===== src/verilog/ipk_regs.svh =====
`ifndef IPK_REGS_SVH
`define IPK_REGS_SVH

// byte offsets of the controller's own registers
`define IPK_OFS_CTRL 5'h00
`define IPK_OFS_TARGET 5'h04
`define IPK_OFS_WDATA 5'h08
`define IPK_OFS_RDATA 5'h0C
`define IPK_OFS_STATUS 5'h10
`define IPK_OFS_CFG 5'h14

// control fields
`define IPK_CTRL_GO 0
`define IPK_CTRL_OP_LSB 1
`define IPK_CTRL_SINGLE 3

// config fields
`define IPK_CFG_WORDS_LSB 0
`define IPK_CFG_MCODE_LSB 8
`define IPK_CFG_HS 12

// target register map of the converter
`define IPK_PTR_PEAK 8'h07
`define IPK_PEAK_RESET 16'h0000
`define IPK_PEAK_FIELD_MASK 16'h0FF0
`define IPK_MCODE_TOP 5'h01

// timing: bus rates in kHz, quarter periods in clk cycles (rounded up)
`define IPK_CLK_KHZ 100000
`define IPK_FAST_KHZ 400
`define IPK_HS_KHZ 3400
`define IPK_QTR_FAST \
   ((`IPK_CLK_KHZ + 4 * `IPK_FAST_KHZ - 1) / (4 * `IPK_FAST_KHZ))
`define IPK_QTR_HS \
   ((`IPK_CLK_KHZ + 4 * `IPK_HS_KHZ - 1) / (4 * `IPK_HS_KHZ))

`endif


===== src/verilog/ipk_pkg.sv =====
package ipk_pkg;

   // transfer kinds started through the control register
   typedef enum logic [1:0] {
      OP_WRITE,
      OP_READ_PTR,
      OP_READ_CUR,
      OP_CLR_PEAK
   } ipk_op_t;

   typedef enum logic [1:0] {
      ST_IDLE,
      ST_START,
      ST_BIT,
      ST_STOP
   } ipk_state_t;

   typedef enum logic [3:0] {
      SQ_MCODE,
      SQ_ADDRW,
      SQ_PTR,
      SQ_HI,
      SQ_LO,
      SQ_ADDRR,
      SQ_RHI,
      SQ_RLO
   } ipk_step_t;

   // sticky outcome flags of the last transfer
   typedef struct packed {
      logic mack;
      logic done;
      logic dnack;
      logic anack;
   } ipk_status_t;

endpackage


===== src/verilog/ipk_master.sv =====
// Chosen here: the Avalon-MM slave port.
`timescale 1ns/1ps
`include "ipk_regs.svh"

module ipk_master
   import ipk_pkg::*;
#(
   parameter int QTR_FAST = `IPK_QTR_FAST,
   parameter int QTR_HS = `IPK_QTR_HS
) (
   input logic clk,
   input logic rst,
   input logic [4:0] address,
   input logic read,
   input logic write,
   input logic [31:0] writedata,
   output logic [31:0] readdata,
   output logic waitrequest,
   input logic scl_in,
   output logic scl_o,
   output logic scl_oe,
   input logic sda_in,
   output logic sda_o,
   output logic sda_oe
);

   ipk_state_t st;
   ipk_step_t step;
   ipk_op_t op, go_op;
   ipk_status_t stat;
   logic [1:0] q;
   logic [2:0] mcode;
   logic [3:0] bitn;
   logic [6:0] taddr;
   logic [7:0] rx, words_left, ptr, words, tx_byte;
   logic [15:0] wdata, rword, wword;
   logic [31:0] rd_mux;
   logic hs_active, tick, scl_s, sda_s, ack_n, single, hs_en;
   logic wr_ok, go, rx_step, last_byte, drive_low, byte_end;

   ipk_sync #(.WIDTH(2)) u_sync (.clk(clk), .rst(rst),
      .din({scl_in, sda_in}), .dout({scl_s, sda_s}));

   ipk_tick #(.QTR_SLOW(QTR_FAST), .QTR_FAST(QTR_HS)) u_tick (.clk(clk),
      .rst(rst), .fast(hs_active), .tick(tick));

   // bus strobes; a write takes effect in the cycle waitrequest is low
   assign wr_ok = write && !waitrequest;
   assign go_op = ipk_op_t'(writedata[`IPK_CTRL_OP_LSB +: 2]);
   assign go = wr_ok && address == `IPK_OFS_CTRL &&
      writedata[`IPK_CTRL_GO] && st == ST_IDLE;
   assign byte_end = tick && st == ST_BIT && q == 2'h3 && bitn == 4'h8;
   assign rx_step = step == SQ_RHI || step == SQ_RLO;
   assign last_byte = (step == SQ_RHI) ? single : words_left == 8'h00;

   // outgoing word: peak clear forces zero, peak writes keep reserved zero
   assign wword = (op == OP_CLR_PEAK) ? `IPK_PEAK_RESET :
      (ptr == `IPK_PTR_PEAK) ? (wdata & `IPK_PEAK_FIELD_MASK) :
      wdata;

   // byte to shift out for each step
   always_comb begin
      case (step)
         SQ_MCODE: tx_byte = {`IPK_MCODE_TOP, mcode};
         SQ_ADDRW: tx_byte = {taddr, 1'h0};
         SQ_ADDRR: tx_byte = {taddr, 1'h1};
         SQ_PTR: tx_byte = (op == OP_CLR_PEAK) ? `IPK_PTR_PEAK : ptr;
         SQ_HI: tx_byte = wword[15:8];
         SQ_LO: tx_byte = wword[7:0];
         default: tx_byte = 8'hFF;
      endcase
   end

   // level wanted on data for the current bit slot; ack slot released when sending, driven low on read bytes except the last
   assign drive_low = rx_step ? (bitn == 4'h8 && !last_byte) :
      (bitn != 4'h8 && !tx_byte[3'(4'h7 - bitn)]);

   // bit engine and byte sequencer; scl waits in quarter 1 while stretched
   always_ff @(posedge clk or posedge rst) begin
      if (rst) begin
         st <= ST_IDLE;
         step <= SQ_ADDRW;
         q <= 2'h0;
         bitn <= 4'h0;
         hs_active <= 1'h0;
         words_left <= 8'h00;
         scl_oe <= 1'h0;
         sda_oe <= 1'h0;
      end else if (go) begin
         st <= ST_START;
         q <= 2'h0;
         words_left <= words;
         step <= hs_en ? SQ_MCODE :
            (go_op == OP_READ_CUR) ? SQ_ADDRR : SQ_ADDRW;
      end else if (tick && st != ST_IDLE) begin
         if (!(q == 2'h1 && !scl_s))
            q <= q + 2'h1;
         case (st)
            ST_START: begin
               // data low while clock high, then clock low
               case (q)
                  2'h0: sda_oe <= 1'h0;
                  2'h1: scl_oe <= 1'h0;
                  2'h2: sda_oe <= 1'h1;
                  default: begin
                     scl_oe <= 1'h1;
                     st <= ST_BIT;
                     bitn <= 4'h0;
                  end
               endcase
            end
            ST_BIT: begin
               case (q)
                  2'h0: sda_oe <= drive_low;
                  2'h1: scl_oe <= 1'h0;
                  2'h2: ;
                  default: begin
                     scl_oe <= 1'h1;
                     bitn <= (bitn == 4'h8) ? 4'h0 : bitn + 4'h1;
                  end
               endcase
               if (q == 2'h3 && bitn == 4'h8) begin
                  case (step)
                     SQ_MCODE: begin
                        hs_active <= 1'h1;
                        st <= ST_START;
                        step <= (op == OP_READ_CUR) ? SQ_ADDRR : SQ_ADDRW;
                     end
                     SQ_ADDRW: begin
                        if (ack_n)
                           st <= ST_STOP;
                        else
                           step <= SQ_PTR;
                     end
                     SQ_PTR: begin
                        if (ack_n) begin
                           st <= ST_STOP;
                        end else if (op == OP_READ_PTR) begin
                           step <= SQ_ADDRR;
                           st <= ST_START;
                        end else begin
                           step <= SQ_HI;
                        end
                     end
                     SQ_HI: begin
                        if (ack_n || single)
                           st <= ST_STOP;
                        else
                           step <= SQ_LO;
                     end
                     SQ_ADDRR: begin
                        if (ack_n)
                           st <= ST_STOP;
                        else
                           step <= SQ_RHI;
                     end
                     SQ_RHI: begin
                        if (single)
                           st <= ST_STOP;
                        else
                           step <= SQ_RLO;
                     end
                     SQ_RLO: begin
                        if (words_left == 8'h00) begin
                           st <= ST_STOP;
                        end else begin
                           step <= SQ_RHI;
                           words_left <= words_left - 8'h01;
                        end
                     end
                     default: st <= ST_STOP;
                  endcase
               end
            end
            ST_STOP: begin
               // data rises while clock high; high rate ends here
               case (q)
                  2'h0: sda_oe <= 1'h1;
                  2'h1: scl_oe <= 1'h0;
                  2'h2: sda_oe <= 1'h0;
                  default: begin
                     st <= ST_IDLE;
                     hs_active <= 1'h0;
                  end
               endcase
            end
            default: st <= ST_IDLE;
         endcase
      end
   end

   // open drain: the driven level is always low, oe decides
   always_ff @(posedge clk or posedge rst) begin
      if (rst) begin
         scl_o <= 1'h0;
         sda_o <= 1'h0;
      end else begin
         scl_o <= 1'h0;
         sda_o <= 1'h0;
      end
   end

   // sample data in quarter 2, once clock is seen high
   always_ff @(posedge clk or posedge rst) begin
      if (rst) begin
         rx <= 8'h00;
         ack_n <= 1'h1;
         rword <= 16'h0000;
      end else begin
         if (tick && st == ST_BIT && q == 2'h2) begin
            if (bitn == 4'h8)
               ack_n <= sda_s;
            else
               rx <= {rx[6:0], sda_s};
         end
         if (byte_end && step == SQ_RHI)
            rword[15:8] <= rx;
         if (byte_end && step == SQ_RLO)
            rword[7:0] <= rx;
      end
   end

   // setup registers; ignored while a transfer runs so it stays coherent
   always_ff @(posedge clk or posedge rst) begin
      if (rst) begin
         op <= OP_WRITE;
         single <= 1'h0;
         taddr <= 7'h00;
         ptr <= 8'h00;
         wdata <= 16'h0000;
         words <= 8'h00;
         mcode <= 3'h0;
         hs_en <= 1'h0;
      end else if (wr_ok && st == ST_IDLE) begin
         case (address)
            `IPK_OFS_CTRL: begin
               op <= go_op;
               single <= writedata[`IPK_CTRL_SINGLE];
            end
            `IPK_OFS_TARGET: begin
               taddr <= writedata[6:0];
               ptr <= writedata[15:8];
            end
            `IPK_OFS_WDATA: wdata <= writedata[15:0];
            `IPK_OFS_CFG: begin
               words <= writedata[`IPK_CFG_WORDS_LSB +: 8];
               mcode <= writedata[`IPK_CFG_MCODE_LSB +: 3];
               hs_en <= writedata[`IPK_CFG_HS];
            end
            default: ;
         endcase
      end
   end

   // sticky flags: a new start clears them, events set them
   always_ff @(posedge clk or posedge rst) begin
      if (rst) begin
         stat <= '0;
      end else begin
         if (go)
            stat <= '0;
         if (byte_end && ack_n && (step == SQ_ADDRW || step == SQ_ADDRR))
            stat.anack <= 1'h1;
         if (byte_end && ack_n &&
            (step == SQ_PTR || step == SQ_HI || step == SQ_LO))
            stat.dnack <= 1'h1;
         if (byte_end && !ack_n && step == SQ_MCODE)
            stat.mack <= 1'h1;
         if (tick && st == ST_STOP && q == 2'h3)
            stat.done <= 1'h1;
      end
   end

   // read mux; unmapped offsets read zero
   always_comb begin
      case (address)
         `IPK_OFS_CTRL: rd_mux = {28'h0000000, single, op, 1'h0};
         `IPK_OFS_TARGET: rd_mux = {16'h0000, ptr, 1'h0, taddr};
         `IPK_OFS_WDATA: rd_mux = {16'h0000, wdata};
         `IPK_OFS_RDATA: rd_mux = {16'h0000, rword};
         `IPK_OFS_STATUS: rd_mux = {26'h0000000, hs_active, stat,
            st != ST_IDLE};
         `IPK_OFS_CFG: rd_mux = {19'h00000, hs_en, 1'h0, mcode, words};
         default: rd_mux = 32'h00000000;
      endcase
   end

   // fixed one wait cycle per access: waitrequest drops for one cycle
   always_ff @(posedge clk or posedge rst) begin
      if (rst) begin
         waitrequest <= 1'h1;
         readdata <= 32'h00000000;
      end else if ((read || write) && waitrequest) begin
         waitrequest <= 1'h0;
         readdata <= rd_mux;
      end else begin
         waitrequest <= 1'h1;
      end
   end
endmodule


===== src/verilog/ipk_sync.sv =====
`timescale 1ns/1ps

module ipk_sync #(
   parameter int WIDTH = 2
) (
   input logic clk,
   input logic rst,
   input logic [WIDTH-1:0] din,
   output logic [WIDTH-1:0] dout
);

   if (WIDTH < 1) begin : g_bad
      $error("ipk_sync: WIDTH must be at least 1");
   end

   // two flops per pin; the first is read by the second only
   for (genvar i = 0; i < WIDTH; i++) begin : g_bit
      logic meta;
      always_ff @(posedge clk or posedge rst) begin
         if (rst) begin
            meta <= 1'h1;
            dout[i] <= 1'h1;
         end else begin
            meta <= din[i];
            dout[i] <= meta;
         end
      end
   end

endmodule


===== src/verilog/ipk_tick.sv =====
`timescale 1ns/1ps

module ipk_tick #(
   parameter int QTR_SLOW = 63,
   parameter int QTR_FAST = 8
) (
   input logic clk,
   input logic rst,
   input logic fast,
   output logic tick
);

   if (QTR_SLOW < 1 || QTR_FAST < 1 || QTR_SLOW > 4096 || QTR_FAST > 4096)
   begin : g_bad
      $error("ipk_tick: quarter counts must lie in 1..4096");
   end

   logic [12:0] cnt;

   // one pulse per quarter bus period; rate switches at the next reload
   always_ff @(posedge clk or posedge rst) begin
      if (rst) begin
         cnt <= 13'h0000;
         tick <= 1'h0;
      end else if (cnt == 13'h0000) begin
         cnt <= fast ? 13'(QTR_FAST - 1) : 13'(QTR_SLOW - 1);
         tick <= 1'h1;
      end else begin
         cnt <= cnt - 13'h0001;
         tick <= 1'h0;
      end
   end

endmodule

===== config.mk =====
export PLATFORM = sky130hd
export DESIGN_NAME = ipk_master
export DESIGN_NICKNAME = d
export VERILOG_FILES = /design/src/verilog/ipk_pkg.sv /design/src/verilog/ipk_master.sv /design/src/verilog/ipk_sync.sv /design/src/verilog/ipk_tick.sv
export VERILOG_INCLUDE_DIRS = /design/src /design/src/verilog
export SDC_FILE = /design/constraint.sdc
export NUM_CORES = 1
export LEC_CHECK = 0
export BUFFER_PORTS_ARGS = -buffer_cell sky130_fd_sc_hd__clkbuf_2
export CAP_MARGIN = 30
export CORE_UTILIZATION = 53
export DETAILED_ROUTE_END_ITERATION = 10
export PLACE_DENSITY = 0.74
export SETUP_SLACK_MARGIN = 0.4
export SLEW_MARGIN = 20
export SYNTH_ARGS = -nofsm -noshare
export SYNTH_HDL_FRONTEND = slang
export SYNTH_SLANG_ARGS = --single-unit

===== constraint.sdc =====
create_clock -name clk -period 3.65 [get_ports clk]
set_input_delay 0.1825 -clock clk [delete_from_list [all_inputs] [get_ports clk]]
set_output_delay 0.1825 -clock clk [all_outputs]
set_load 0.02 [all_outputs]

==> flow_summary.yaml <==
run_status:
  status: "finished, final reports clean"
logic_synthesis:
  synth_seq_cells: 132
  syn_avg_cell_area_um2: 10.9
  yosysSeqAreaShare: 0.491
  synth_top_area_share: 0.463
  ys.flop_type: "dfrtp_1"
  async_reset_ff_frac: 1.00
  synth_cells: 620
  synth_edf_count: 0
  yosysTopAreaCell: "dfrtp_1"
  yosysWarnings: 0
  synth_cell_type_count: 74
  syn_area_um2: 6750
  synth_area_leaders: "dfrtp_1, mux2_2, o21ai_0"
global_routing:
  grt_pass1_wl_um: 26500
  grt_pass1_vias: 5140
  antenna_found_initial: 0
  grt_max_degree: 63
  grt_overflow: 0
  grt_usage: 0.269
final_layout:
  synthToLayoutAreaGrowth_pct: 15.0
  n_antenna_cell: 0
  fillers: 967
  nets: 724
  drive_above_1_share: 0.267
worst_setup_path:
  worst_setup_path_start_kind: "flip-flop"
  cp_max_fo: 14
  crit_arrival_ns: 3.40
  crit_path_max_incr_delay_ns: 0.49
  slowest_stage: "or3b_1"
  cp_cell_sequence: "inv_1 -> ha_1 -> nand3_1 -> nor3_4 -> or3b_1 -> or4_4 -> or4_1 -> nand3_1"
  critPathTopFamily: "simple AND/OR/NAND/NOR gates"
  required_ns: 4.01
  end_kind: "flip-flop"
  crit_buf_inv: 1
  cpMostUsedCell: "nand3_1"
  critPathKind: "flip-flop to flip-flop"
hold_path:
  worst_hold_path_type: "primary input to flip-flop"
sta:
  drv_slew: 0
  fin_skew_ns: 0.00804
  setup_tns_ns: 0
  finalHoldViolCount: 0
  setup_viol: 0
  period_share: 0.834
  max_freq_mhz: 329
  maxSlewHeadroom: 0.498
  rsz0062_at_grt: "no"
  period_needed_ns: 3.04
  worst_pin_slew_ns: 0.752
place:
  place_congestion: 0.908
  port_buffers: 45
  dpl.hpwl_um: 11900
power:
  p_leak_nw: 3.55
  ir_drop_uv: 541
  powerDensity_nw_per_um2: 438
  p_total_mw: 3.40
cts:
  post_cts_resized: 0
  postCtsSetupRepairBufs: 0
  cts-root-buf: "clkbuf_16"
  cts_tree: "yes"
  cts_buffers: 17
  clock_path_buffers: 2
  clkTransAtPathRegs_ns: 0.06
  cts_htree_levels: 4
  cts_sinks: 132
  clkLatencyLatePin_ns: 0.42
die:
  die-height_um: 115
  coreArea_um2: 12200
  die_x_um: 115
  rows: 40
  dieArea_um2: 13200
  io_pins: 80
  initial_core_util: 0.553
route:
  drc: 0
  ant_nets: 0
  drt_iter0_drc: 366
  firstDrtPassIters: 5
  wire_per_inst_um: 19.5
  vias_per_cell: 6.14
  vias: 5204
  wl_um: 16500
flow_run:
  drv_cap: 0
## synth_stat cells, types with 2 or more instances
cell       number
a2111oi_0       2
o221ai_1        2
and3_1          6
nand4_1         4
a31oi_1         3
nand3_1        10
o311a_1         2
ha_1           14
a221oi_1        9
or4b_1          2
buf_4          18
and2_1          3
a32o_1          4
inv_1          23
nand2b_1        6
clkbuf_1       27
or3_1           8
or4_1           2
a211oi_1        3
xor2_1          5
xnor2_1         6
nor3b_1         4
o32a_1          2
dfstp_2         7
o21a_1          6
nor3_1         13
a22oi_1         4
mux2_2         73
o22ai_1         2
a311oi_1        3
and3b_1         2
mux2i_1         6
a211o_1         2
nand3b_1        4
mux4_2          3
nor4_1          8
nor2b_1         9
a21oi_1        22
a221o_1         3
dfrtp_1       125
nand2_1        46
nor2_1         30
a22o_1         13
o21ai_0        44
## routing by layer
metal	up-vias	GRT usage	share of wire
li1	2341	-	-
met3	47	0.0627	0.050
met5	-	0	0
met4	0	0.153	0.042
met1	2614	0.352	0.45
met2	202	0.413	0.46
## cell families (layout without fill, tap and decap cells)
logic type / after synthesis / count (layout) / synth area share
buffers and inverters: 71 / 113 / 0.0498
XOR/XNOR: 11 / 11 / 0.0143
adder cells (fa/ha/maj): 14 / 14 / 0.0259
other: 1 / 18 / 0.000555
AND/OR/NAND/NOR: 170 / 170 / 0.137
AO/OA/AOI/OAI: 139 / 139 / 0.141
flip-flops: 132 / 132 / 0.491
multiplexers: 82 / 82 / 0.141
## layout make-up
type	instances	area, um2	area share
timing repair buffer	59	350	0.0451
sequential	132	3310	0.426
clock inverter	12	179	0.0230
tap	168	210	0.0271
clock buffer	19	453	0.0583
inverter	23	90.1	0.0116
multi-input combinational	434	3170	0.408
## registers in the layout (all words and copies together) (netlist names), 7 cells and up
register,cells
readdata,16
rword,16
wdata,16
u_tick.cnt,13
ptr,8
rx,8
words,8
words_left,8
taddr,7
## power by group
group / switching, mW / internal, mW / total (mW)
clock network: 0.647 / 1.18 / 1.82
logic: 0.0817 / 0.0250 / 0.107
registers: 0.00262 / 1.47 / 1.47
## worst register-to-register path: stages, from the launching register on
cell and delay (ns):
dfrtp_1 0.40, inv_1 0.13, ha_1 0.48, nand3_1 0.24, nor3_4 0.24, or3b_1 0.49
or4_4 0.49, or4_1 0.42, nand3_1 0.10
## stage by stage
stage | instance area, um2 | util | hold slack (ns) | setup slack, ns | instances
floorplan | 6820 | - | 0.187 | 0.930 | 637
global placement | 7100 | 0.582 | 0.273 | 0.761 | 813
detailed placement | 7100 | 0.582 | 0.272 | 0.699 | 813
CTS | 7770 | 0.636 | 0.00443 | 0.649 | 847
global route | 7770 | 0.636 | 0.0155 | 0.477 | 847
finish | 7770 | 0.636 | 0.0207 | 0.607 | 847
## what timing repair did
item | in CTS | in global routing
hold buffers | 3 | 0
setup endpoints to repair | 0 | 0
hold endpoints to repair | 28 | 0
## final timing paths
check | endpoint | start | cells past startpoint | slack (ns)
setup / recovery | words_left[5]$_DFFE_PP0P_ | st[0]$_DFFE_PP0P_ | 8 | 0.61
max in group asynchronous | u_sync.g_bit[0].meta$_DFF_PP1_ | rst | 4 | 2.22
setup reg to reg | words_left[5]$_DFFE_PP0P_ | st[0]$_DFFE_PP0P_ | 8 | 0.61
hold reg to reg | u_sync.dout[1]$_DFF_PP1_ | u_sync.g_bit[1].meta$_DFF_PP1_ | 0 | 0.36
min in group asynchronous | mcode[0]$_DFFE_PP0P_ | rst | 3 | 0.43
hold / removal | ptr[7]$_DFFE_PP0P_ | writedata[15] | 2 | 0.02
## placed cells by master (no fill, tap or decap), drive strengths merged, types with 9 or more instances in the layout
cell type  Yosys  layout
buf           20      11
o21ai         45      45
a21oi         22      22
conb           1      18
a221oi         9       9
clkbuf        28      64
mux2          73      73
inv           23      23
dfrtp        125     125
nand2         46      46
nor3          14      14
nor2          30      30
nor2b          9       9
nand3         11      11
ha            14      14
a22o          13      13
No activity file was read; power rests on OpenSTA's default activity.
